`config.mk`:
```
export PLATFORM = sky130hd
export DESIGN_NAME = ffb_flag_bank
export DESIGN_NICKNAME = d
export VERILOG_FILES = /design/src/ffb_pkg.sv /design/src/ffb_flag_bank.sv /design/src/ffb_sync.sv
export VERILOG_INCLUDE_DIRS = /design/src /design/src/src
export SDC_FILE = /design/constraint.sdc
export NUM_CORES = 1
export LEC_CHECK = 0
export BUFFER_PORTS_ARGS = -buffer_cell sky130_fd_sc_hd__buf_4
export CAP_MARGIN = 20
export CELL_PAD_IN_SITES_DETAIL_PLACEMENT = 0
export CELL_PAD_IN_SITES_GLOBAL_PLACEMENT = 1
export CORE_MARGIN = 1
export CORE_UTILIZATION = 38
export CTS_CLUSTER_DIAMETER = 40
export CTS_CLUSTER_SIZE = 30
export DETAILED_ROUTE_END_ITERATION = 6
export PLACE_DENSITY_LB_ADDON = 0.3
export SETUP_SLACK_MARGIN = 0.2
export SKIP_LAST_GASP = 1
export SYNTH_ARGS = -nofsm -noshare
export SYNTH_HDL_FRONTEND = slang
export SYNTH_SLANG_ARGS = --single-unit
```
`constraint.sdc`:
```
create_clock -name core_clk -period 1.1 [get_ports core_clk]
set_input_delay 0.055 -clock core_clk [delete_from_list [all_inputs] [get_ports core_clk]]
set_output_delay 0.055 -clock core_clk [all_outputs]
set_load 0.02 [all_outputs]
```
`src/ffb_params.svh`:
```
`ifndef FFB_PARAMS_SVH
`define FFB_PARAMS_SVH

// Word bit 0 carries register bit 8
`define FFB_BIT_BASE 8

// Register indices on the register port
`define FFB_REG_MASK1 2'h0
`define FFB_REG_MASK2 2'h1
`define FFB_REG_FLAG1 2'h2
`define FFB_REG_FLAG2 2'h3

// Reset values
`define FFB_MASK_RST 16'h0000
`define FFB_FLAG_RST 16'h0000

// Implemented bits of the regulator flag word, bit 22 reserved
`define FFB_FLAG1_IMPL 16'hBFFF

// Printed bit positions
`define FFB_B_WAKE1 8
`define FFB_B_WAKE2 9
`define FFB_B_BAT_UVH 10
`define FFB_B_BAT_UVL 11
`define FFB_B_BAT_UV3 12
`define FFB_B_PRE_UVH 13
`define FFB_B_PRE_UVL 14
`define FFB_B_PRE_OC 15
`define FFB_B_PRE_OV 16
`define FFB_B_HV_UV 17
`define FFB_B_STBY 18
`define FFB_B_M_SELFTEST 18
`define FFB_B_BOOST_OV 19
`define FFB_B_BOOST_UVH 20
`define FFB_B_BOOST_SUP 21
`define FFB_B_SELFTEST 22
`define FFB_B_M_COMM 22
`define FFB_B_DIE_TEMP 23
`define FFB_B_OT_FIRST 8
`define FFB_B_OC_FIRST 16
`define FFB_B_OC_RSVD 22
`define FFB_B_OC_HV 23

// Width of the synchronised event bundle
`define FFB_SYNC_W 31

`endif

```
`src/ffb_pkg.sv`:
```
package ffb_pkg;
  `include "ffb_params.svh"

  typedef logic [15:0] ffb_word_t;

  typedef enum logic [1:0] {
    FFB_IDX_MASK1 = `FFB_REG_MASK1,
    FFB_IDX_MASK2 = `FFB_REG_MASK2,
    FFB_IDX_FLAG1 = `FFB_REG_FLAG1,
    FFB_IDX_FLAG2 = `FFB_REG_FLAG2
  } ffb_reg_idx_t;

  typedef logic [`FFB_SYNC_W-1:0] ffb_sync_vec_t;
endpackage : ffb_pkg

```
`src/ffb_flag_bank.sv`:
```
// Behaviour
// - Second mask register: one bit per source except standby, 1 masks, reset clears to 0.
// - Wake input one mask at bit 8, wake input two mask at bit 9.
// - Link communication error mask at bit 22 blocks those interrupts.
// - Die temperature event mask at bit 23 blocks those interrupts.
// - Thermal self-test error mask at bit 18 blocks self-test interrupts.
// - Pre-regulator masks: uv high 13, uv low 14, overcurrent 15, overvoltage 16.
// - Regulator over-temperature flags latch at bits 8 through 15.
// - Overcurrent flags at bits 16 to 21 and 23; bit 22 reserved, zero.
// - Reset clears all flags; writing 1 to a flag bit clears it unless its event sets it again in the same cycle.
// - Wake flags at bits 8 and 9 set only on rising wake edges.
// - Battery and pre-regulator supply event flags latch at bits 10 to 15.
// - Upper byte flags: prereg ov, hv uv, standby, boost events, bits 16-21.
// - Self-test failure flag at bit 22, 1 means failed, held until cleared.
// - Die temperature event flag latches at bit 23.
// - First mask register masks over-temperature and overcurrent flags, 1 inhibits.
`timescale 1ns/100ps
module ffb_flag_bank (
  input wire logic core_clk,
  input wire logic nrst,
  input wire logic ce,
  input wire ffb_pkg::ffb_reg_idx_t reg_addr,
  input wire logic reg_wr_en,
  input wire logic reg_rd_en,
  input wire ffb_pkg::ffb_word_t reg_wdata,
  output ffb_pkg::ffb_word_t reg_rdata,
  output logic reg_rd_valid,
  input wire logic wake_input_one,
  input wire logic wake_input_two,
  input wire logic [7:0] overtemp_evt,
  input wire logic [6:0] overcurrent_evt,
  input wire logic [2:0] battery_uv_evt,
  input wire logic [3:0] prereg_evt,
  input wire logic hv_linear_input_uv_evt,
  input wire logic standby_timer_evt,
  input wire logic [2:0] boost_evt,
  input wire logic thermal_selftest_fail,
  input wire logic die_temp_evt,
  input wire logic link_comm_error_pending,
  output logic irq_out
);
  import ffb_pkg::*;

  ffb_word_t irq_mask_regulator_r;
  ffb_word_t irq_mask_supply_events_r;
  ffb_word_t regulator_fault_flags_r;
  ffb_word_t supply_wake_event_flags_r;
  ffb_word_t regulator_fault_flags_nxt;
  ffb_word_t supply_wake_event_flags_nxt;
  ffb_word_t set1;
  ffb_word_t set2;
  ffb_word_t mask2_aligned;
  ffb_word_t rdata_nxt;
  ffb_sync_vec_t sync_lvl;
  logic [1:0] wake_rise;
  logic irq_nxt;
  logic irq_from_regulator;
  logic irq_from_supply;
  logic irq_from_link;
  logic flag1_wr_hit;
  logic flag2_wr_hit;

  // Word index of a printed bit position
  function automatic int unsigned pos(input int unsigned printed);
    pos = printed - `FFB_BIT_BASE;
  endfunction : pos

  // Clear on write-one, set wins over clear, write-zero leaves flag
  function automatic ffb_word_t w1c_next(input ffb_word_t cur, input ffb_word_t set,
                                         input logic hit, input ffb_word_t wdata);
    ffb_word_t clr;
    clr = hit ? wdata : 16'h0000;
    w1c_next = (cur & ~clr) | set;
  endfunction : w1c_next

  // Write strobe aimed at one register index
  function automatic logic wr_hit(input logic wr_en, input ffb_reg_idx_t addr,
                                  input ffb_reg_idx_t idx);
    wr_hit = wr_en && (addr == idx);
  endfunction : wr_hit

  // Any flag set whose mask bit is clear
  function automatic logic any_pending(input ffb_word_t flags, input ffb_word_t mask);
    any_pending = |(flags & ~mask);
  endfunction : any_pending

  ffb_sync u_sync (
    .core_clk(core_clk),
    .nrst(nrst),
    .ce(ce),
    .async_in({die_temp_evt, thermal_selftest_fail, boost_evt, standby_timer_evt,
               hv_linear_input_uv_evt, prereg_evt, battery_uv_evt, overcurrent_evt,
               overtemp_evt, wake_input_two, wake_input_one}),
    .sync_out(sync_lvl),
    .wake_rise(wake_rise)
  );

  // Regulator event word: over-temperature low byte, overcurrent upper byte
  always_comb begin
    set1 = 16'h0000;
    set1[pos(`FFB_B_OT_FIRST) +: 8] = sync_lvl[9:2];
    set1[pos(`FFB_B_OC_FIRST) +: 6] = sync_lvl[15:10];
    set1[pos(`FFB_B_OC_HV)] = sync_lvl[16];
    set1[pos(`FFB_B_OC_RSVD)] = 1'b0;
  end

  // Supply and wake event word
  always_comb begin
    set2 = 16'h0000;
    set2[pos(`FFB_B_WAKE1)] = wake_rise[0];
    set2[pos(`FFB_B_WAKE2)] = wake_rise[1];
    set2[pos(`FFB_B_BAT_UVH)] = sync_lvl[17];
    set2[pos(`FFB_B_BAT_UVL)] = sync_lvl[18];
    set2[pos(`FFB_B_BAT_UV3)] = sync_lvl[19];
    set2[pos(`FFB_B_PRE_UVH)] = sync_lvl[20];
    set2[pos(`FFB_B_PRE_UVL)] = sync_lvl[21];
    set2[pos(`FFB_B_PRE_OC)] = sync_lvl[22];
    set2[pos(`FFB_B_PRE_OV)] = sync_lvl[23];
    set2[pos(`FFB_B_HV_UV)] = sync_lvl[24];
    set2[pos(`FFB_B_STBY)] = sync_lvl[25];
    set2[pos(`FFB_B_BOOST_OV)] = sync_lvl[26];
    set2[pos(`FFB_B_BOOST_UVH)] = sync_lvl[27];
    set2[pos(`FFB_B_BOOST_SUP)] = sync_lvl[28];
    set2[pos(`FFB_B_SELFTEST)] = sync_lvl[29];
    set2[pos(`FFB_B_DIE_TEMP)] = sync_lvl[30];
  end

  // First mask register
  always_ff @(posedge core_clk) begin
    if (!nrst) begin
      irq_mask_regulator_r <= `FFB_MASK_RST;
    end else if (ce && wr_hit(reg_wr_en, reg_addr, FFB_IDX_MASK1)) begin
      irq_mask_regulator_r <= reg_wdata & `FFB_FLAG1_IMPL;
    end
  end

  // Second mask register
  always_ff @(posedge core_clk) begin
    if (!nrst) begin
      irq_mask_supply_events_r <= `FFB_MASK_RST;
    end else if (ce && wr_hit(reg_wr_en, reg_addr, FFB_IDX_MASK2)) begin
      irq_mask_supply_events_r <= reg_wdata;
    end
  end

  assign flag1_wr_hit = wr_hit(reg_wr_en, reg_addr, FFB_IDX_FLAG1);
  assign flag2_wr_hit = wr_hit(reg_wr_en, reg_addr, FFB_IDX_FLAG2);

  assign regulator_fault_flags_nxt = w1c_next(regulator_fault_flags_r, set1, flag1_wr_hit,
                                              reg_wdata) & `FFB_FLAG1_IMPL;
  assign supply_wake_event_flags_nxt = w1c_next(supply_wake_event_flags_r, set2, flag2_wr_hit,
                                                reg_wdata);

  // Sticky regulator flags
  always_ff @(posedge core_clk) begin
    if (!nrst) begin
      regulator_fault_flags_r <= `FFB_FLAG_RST;
    end else if (ce) begin
      regulator_fault_flags_r <= regulator_fault_flags_nxt;
    end
  end

  // Sticky supply and wake flags
  always_ff @(posedge core_clk) begin
    if (!nrst) begin
      supply_wake_event_flags_r <= `FFB_FLAG_RST;
    end else if (ce) begin
      supply_wake_event_flags_r <= supply_wake_event_flags_nxt;
    end
  end

  // Second mask lined up with the supply flag word; standby flag always masked, never interrupts
  always_comb begin
    mask2_aligned = irq_mask_supply_events_r;
    mask2_aligned[pos(`FFB_B_STBY)] = 1'b1;
    mask2_aligned[pos(`FFB_B_SELFTEST)] = irq_mask_supply_events_r[pos(`FFB_B_M_SELFTEST)];
    mask2_aligned[pos(`FFB_B_DIE_TEMP)] = irq_mask_supply_events_r[pos(`FFB_B_DIE_TEMP)];
  end

  assign irq_from_regulator = any_pending(regulator_fault_flags_r,
                                          irq_mask_regulator_r);
  assign irq_from_supply = any_pending(supply_wake_event_flags_r, mask2_aligned);
  assign irq_from_link = link_comm_error_pending
                       & ~irq_mask_supply_events_r[pos(`FFB_B_M_COMM)];
  assign irq_nxt = irq_from_regulator | irq_from_supply | irq_from_link;

  // Interrupt output
  always_ff @(posedge core_clk) begin
    if (!nrst) begin
      irq_out <= 1'b0;
    end else if (ce) begin
      irq_out <= irq_nxt;
    end
  end

  // Read mux
  always_comb begin
    case (reg_addr)
      FFB_IDX_MASK1: rdata_nxt = irq_mask_regulator_r;
      FFB_IDX_MASK2: rdata_nxt = irq_mask_supply_events_r;
      FFB_IDX_FLAG1: rdata_nxt = regulator_fault_flags_r;
      FFB_IDX_FLAG2: rdata_nxt = supply_wake_event_flags_r;
      default: rdata_nxt = 16'h0000;
    endcase
  end

  // Read answer strobe
  always_ff @(posedge core_clk) begin
    if (!nrst) begin
      reg_rd_valid <= 1'b0;
    end else if (ce) begin
      reg_rd_valid <= reg_rd_en;
    end
  end

  // Read data register, holds until the next read
  always_ff @(posedge core_clk) begin
    if (!nrst) begin
      reg_rdata <= 16'h0000;
    end else if (ce && reg_rd_en) begin
      reg_rdata <= rdata_nxt;
    end
  end
endmodule : ffb_flag_bank

```
`src/ffb_sync.sv`:
```
`timescale 1ns/100ps
module ffb_sync (
  input wire logic core_clk,
  input wire logic nrst,
  input wire logic ce,
  input wire ffb_pkg::ffb_sync_vec_t async_in,
  output ffb_pkg::ffb_sync_vec_t sync_out,
  output logic [1:0] wake_rise
);
  import ffb_pkg::*;

  ffb_sync_vec_t meta_r;
  ffb_sync_vec_t sync_r;
  logic [1:0] wake_prev_r;

  // Two-stage synchroniser
  always_ff @(posedge core_clk) begin
    if (!nrst) begin
      meta_r <= '0;
      sync_r <= '0;
    end else if (ce) begin
      meta_r <= async_in;
      sync_r <= meta_r;
    end
  end

  // Rising edge of the two wake inputs
  always_ff @(posedge core_clk) begin
    if (!nrst) begin
      wake_prev_r <= 2'h0;
    end else if (ce) begin
      wake_prev_r <= sync_r[1:0];
    end
  end

  assign sync_out = sync_r;
  assign wake_rise = sync_r[1:0] & ~wake_prev_r;
endmodule : ffb_sync

```
==> impl_metrics.yaml, run 1 <==
global_routing:
  grt_max_degree: 56
  gr-total-overflow: 0
  antenna_found_initial: 0
  grt_pass1_wl_mm: 24.7
  grt_pass1_vias: 4551
  grt_usage: 0.196
layout:
  diodes: 0
  drive_above_1_share: 0.313
  seqCellArea_mm2: 0.00295
  nets: 811
  n_fill_cell: 1418
  syn_to_final_growth_pct: 36.8
  stdcell_count: 984
  multi_input_area_mm2: 0.00311
cts:
  ctsRootBufferMaster: "clkbuf_16"
  htreeDepth: 4
  cts_sinks: 144
  cts_buffers: 17
  tritoncts: "built"
  path_clk_slew_ns: 0.06
  clk_latency_ns: 0.41
  clockBufferDepth: 2
floorplan:
  die_w_um: 130
  die-area_mm2: 0.0169
  die_y_um: 130
  design.core.area_mm2: 0.0159
  initial_core_util: 0.389
  io_pins: 73
  num_rows: 46
power_and_ir_drop:
  vdd_drop_max_v: 0.00110
  power_density_mw_per_mm2: 1470
  p_leak_uw: 0.00327
sta:
  max_freq_ghz: 0.900
  finalHoldViolCount: 0
  worst_pin_slew_ns: 0.396
  relSlewSlack: 0.736
  finalCritPeriodShare: 1.01
  setup_tns_ns: -0.0108
  drv_slew: 0
  fin_skew_ns: 0.00547
  setup_viol: 1
  min_period_ns: 1.11
  setup_slack_ns: -0.0108
  rsz0062_at_grt: "true"
logic_synthesis:
  synthFlopType: "dfxtp_1"
  mappedNetlistArea_mm2: 0.00621
  ys_ff_latch: 144
  syn_area_per_cell_um2: 9.97
  async_flop_share: 0
  synth.top_cell.area_share: 0.464
  synth_cell_types: 35
  synth_edf_count: 0
  synthesis.nets: 678
  syn_inst: 623
  synth_area_leader_cell: "dfxtp_1"
  yosysSeqAreaShare: 0.464
  synth_warnings: 0
  yosys-top-cells-area: "dfxtp_1, mux2i_1, nor2b_1, nand2_1, mux4_1"
detailed_routing:
  detail-route-antenna-nets: 0
  wl_per_cell_um: 16.0
  avgViaCountPerCell: 4.88
  drt-pass1-iter-count: 4
  vias: 4806
  drt-total-wl_mm: 15.7
  drt_first_iter_violations: 300
  drc_errors: 0
setup_path:
  timing.critical_path.arrival_ns: 1.40
  crit_type: "flip-flop to flip-flop"
  worstSetupStartpointType: "flip-flop"
  critPathRequiredTime_ns: 1.39
  critPathCaptureType: "flip-flop"
  path_max_fanout: 3
placement:
  routabilityCongestion: 0.806
  dpl_worst_slack_ns: -0.104
  dp_cells: 894
  io_buffers: 72
  dp_hpwl_mm: 10.5
job:
  drv_cap: 0
outcome:
  violations: "negative setup slack"
  outcome: "finished, violations left"
hold_path:
  hold_class: "primary input to flip-flop"
-- worst max-delay path: stages (launching register included) --
cell and delay (ns):
dfxtp_2 0.35, nand2b_4 0.14, o2111ai_4 0.12, nor4_2 0.28
a31oi_1 0.11
-- repair_timing --
action | CTS | global route
hold endpoints to repair | 72 | 0
pin swaps | 7 | 9
cloned | 0 | 0
buffers inserted | 6 | 6
hold buffers | 47 | 0
endpoints found under the setup margin | 35 | 36
gates resized for setup | 59 | 23
-- Yosys cell counts, types with 10 or more instances --
cell and instances:
mux4_1 15, a21oi_1 24, nand2_1 111, nor2b_1 93
buf_2 18, inv_1 16, clkbuf_1 19, mux2i_1 64
dfxtp_1 144, a21boi_0 35, nand2b_1 16, a22oi_1 18
a21boi_2 10
-- logic make-up (layout without fill, tap and decap cells) --
group | after synthesis | in the layout | share of synthesized area
buffers and inverters | 59 | 204 | 0.0461
DFF | 144 | 144 | 0.464
AOI/OAI and AO/OA | 105 | 105 | 0.122
muxes | 80 | 80 | 0.168
and+or+nand+nor | 235 | 235 | 0.199
-- layout make-up --
cell class / count / share of cell area
multi-input cells: 420 / 0.366
flip-flops and latches: 144 / 0.347
repair buffers: 157 / 0.181
clock buffers: 25 / 0.0548
well taps: 216 / 0.0318
clock inverters: 6 / 0.0127
inverters: 16 / 0.00707
-- stage by stage --
stage / hold WS, ns / area [µm²] / power (µW) / util
6_report: 0.0861 / 8490 / 12400 / 0.533
5_1_grt: 0.0821 / 8490 / 12900 / 0.533
4_1_cts: 0.0650 / 8360 / 12500 / 0.525
3_5_place_dp: 0.320 / 7140 / 6680 / 0.448
3_3_place_gp: 0.311 / 7140 / 6650 / 0.448
2_1_floorplan: 0.187 / 6250 / 6230 / -
-- power breakdown --
part	internal (µW)	switching [µW]
Combinational	693	534
Sequential	5400	121
Clock	3610	2090
-- registers in the layout (all words and copies together) (netlist names) --
name                       flops
u_sync.sync_out               31
reg_rdata                     16
u_sync.wake_prev_r             2
u_sync.meta_r                 31
reg_rd_valid                   1
irq_out                        1
irq_mask_regulator_r          15
irq_mask_supply_events_r      16
supply_wake_event_flags_r     16
regulator_fault_flags_r       15
-- cell usage in the layout (no fill, tap or decap), drive strengths merged --
cell type / n
nor3b: 1
and4b: 1
o22ai: 5
buf: 110
a22oi: 18
nor4: 2
clkinv: 2
clkinvlp: 1
nand2: 113
dlygate4sd3: 47
a21boi: 48
clkbuf: 25
mux2: 1
nand3: 1
a21oi: 24
o21a: 2
nand4b: 1
mux4: 15
bufinv: 3
or3: 1
dfxtp: 144
and4: 1
o21ai: 2
nor2b: 93
mux2i: 64
and2: 1
and3b: 2
o2111ai: 5
inv: 16
nand2b: 16
nor3: 2
a31oi: 1
-- per-layer routing --
layer / part of all wire / GRT usage
met5: 0 / 0
met3: 0.039 / 0.0394
met1: 0.49 / 0.266
met4: 0.018 / 0.0855
met2: 0.46 / 0.303
-- path summary, 6_finish.rpt --
path	from	depth (start not counted)	slack [ns]	endpoint
setup reg to reg	irq_mask_supply_events_r[15]	4	-0.01	irq_out
hold reg to reg	reg_rdata[14]	2	0.46	reg_rdata[14]
hold / removal	nrst	2	0.09	reg_rd_valid
setup / recovery	irq_mask_supply_events_r[15]	4	-0.01	irq_out
(Power assumes the default switching activity.)
==> run 2, diff against run 1 <==
SKIP_CTS_REPAIR_TIMING = 1   (was unset)
==> run 2 against run 1 <==
  * The run still ends with negative setup slack left
  * Sequential power is essentially flat
  * Combinational power is essentially flat
  * Clock skew grew 0.0024 ns
  * Non-clock buffer count shrank 5
  * Count of clock-buffer cells in the layout is the same
  * Hold slack lost 0.0063 ns
  * Power is essentially flat
==> impl_metrics.yaml, run 2 (synthesized netlist as in run 1, its figures left out) <==
outcome:
  outcome: "finished, violations left"
  violations: "negative setup slack"
placement:
  dpl_worst_slack_ns: -0.104
  routabilityCongestion: 0.806
  io_buffers: 72
  dp_cells: 894
  dp_hpwl_mm: 10.5
sta:
  setup_tns_ns: -0.0127
  setup_viol: 1
  worst_pin_slew_ns: 0.388
  max_freq_ghz: 0.899
  finalCritPeriodShare: 1.01
  fin_skew_ns: 0.00785
  drv_slew: 0
  rsz0062_at_grt: "true"
  relSlewSlack: 0.741
  holdWs_ns: 0.0798
  setup_slack_ns: -0.0127
  finalHoldViolCount: 0
  min_period_ns: 1.11
global_routing:
  grt_usage: 0.193
  grt_pass1_wl_mm: 24.1
  grt_max_degree: 56
  grt_pass1_vias: 4396
  antenna_found_initial: 0
  gr-total-overflow: 0
power_and_ir_drop:
  power_density_mw_per_mm2: 1480
  switchingPower_uw: 2750
  comb_power_share: 0.098
  vdd_drop_max_v: 0.00110
  p_leak_uw: 0.00324
  p_clk_frac: 0.459
  p_int_uw: 9690
  seqPwrFrac: 0.443
  switching_share: 0.221
layout:
  syn_to_final_growth_pct: 35.7
  final_common_cell: "nand2_1"
  diodes: 0
  n_fill_cell: 1436
  multi_input_area_mm2: 0.00309
  nets: 806
  seqCellArea_mm2: 0.00294
  mostFrequentLayoutCells: "nand2_1, dfxtp_1, nor2b_1"
  stdcell_count: 979
  drive_above_1_share: 0.296
job:
  drv_cap: 0
cts:
  tritoncts: "built"
  cts_buffers: 17
  clk_latency_ns: 0.42
  htreeDepth: 4
  cts_sinks: 144
  clockBufferDepth: 2
  path_clk_slew_ns: 0.06
  ctsRootBufferMaster: "clkbuf_16"
setup_path:
  critPathCaptureType: "flip-flop"
  critical-path-top-delay-family: "simple AND/OR/NAND/NOR gates"
  timing.critical_path.arrival_ns: 1.40
  cpMaxStageDelayCell: "dfxtp_2"
  worstSetupStartpointType: "flip-flop"
  crit_buf_inv: 0
  critPathRequiredTime_ns: 1.39
  critPathMaxStageDelay_ns: 0.34
  crit_chain: "nand2b_4 > o2111ai_4 > nor4_2 > a31oi_1"
  path_max_fanout: 3
  crit_type: "flip-flop to flip-flop"
floorplan:
  io_pins: 73
  num_rows: 46
  die_w_um: 130
  initial_core_util: 0.389
  die_y_um: 130
  die-area_mm2: 0.0169
  design.core.area_mm2: 0.0159
detailed_routing:
  drt-total-wl_mm: 15.7
  wl_per_cell_um: 16.1
  detail-route-antenna-nets: 0
  drt-pass1-iter-count: 4
  drc_errors: 0
  vias: 4784
  avgViaCountPerCell: 4.89
  drt_first_iter_violations: 312
hold_path:
  hold_class: "primary input to flip-flop"
run 2: changes by cell type in the layout (fill, tap and decap cells not counted), sizes merged:
| cell | before | now |
|---|---|---|
| buf | 110 | 105 |
run 2: worst reg2reg max path, cell delays in order (launching register included):
cell and delay (ns):
dfxtp_2 0.34, nand2b_4 0.14, o2111ai_4 0.12, nor4_2 0.28, a31oi_1 0.11
run 2: cell type report:
cell class / count / area share
repair buffers: 152 / 0.177
multi-input cells: 420 / 0.367
clock inverters: 6 / 0.0128
inverters: 16 / 0.00713
well taps: 216 / 0.0321
flip-flops and latches: 144 / 0.349
clock buffers: 25 / 0.0553
run 2: per-layer routing:
metal  track usage  vias to the layer above  wire length (µm)
met5             0                        -                 0
met1         0.265                     2273              7570
met4        0.0732                        0               214
met2         0.292                      123              7170
met3        0.0463                       15               786
li1              -                     2373                 -
run 2: final timing paths:
| kind | slack, ns | depth (start not counted) | start | to |
|---|---|---|---|---|
| worst max-delay path | -0.01 | 4 | irq_mask_supply_events_r[15] | irq_out |
| worst min-delay path | 0.08 | 2 | nrst | reg_rdata[2] |
| worst max register to register | -0.01 | 4 | irq_mask_supply_events_r[15] | irq_out |
| worst min register to register | 0.46 | 2 | reg_rdata[11] | reg_rdata[11] |
run 2: power groups by stage:
stage / registers (µW) / clock network [µW] / logic [µW]
5_1_grt: 5530 / 6040 / 1320
6_report: 5520 / 5710 / 1220
2_1_floorplan: 5580 / 0 / 647
3_3_place_gp: 5610 / 0 / 1040
4_1_cts: 5510 / 5810 / 1060
3_5_place_dp: 5620 / 0 / 1060
run 2: stage by stage:
stage	cell area [µm²]	utilization	power [µW]
floorplan	6250	-	6230
CTS	7720	0.484	12400
global placement	7140	0.448	6650
finish	8420	0.528	12400
detailed placement	7140	0.448	6680
global route	8420	0.528	12900
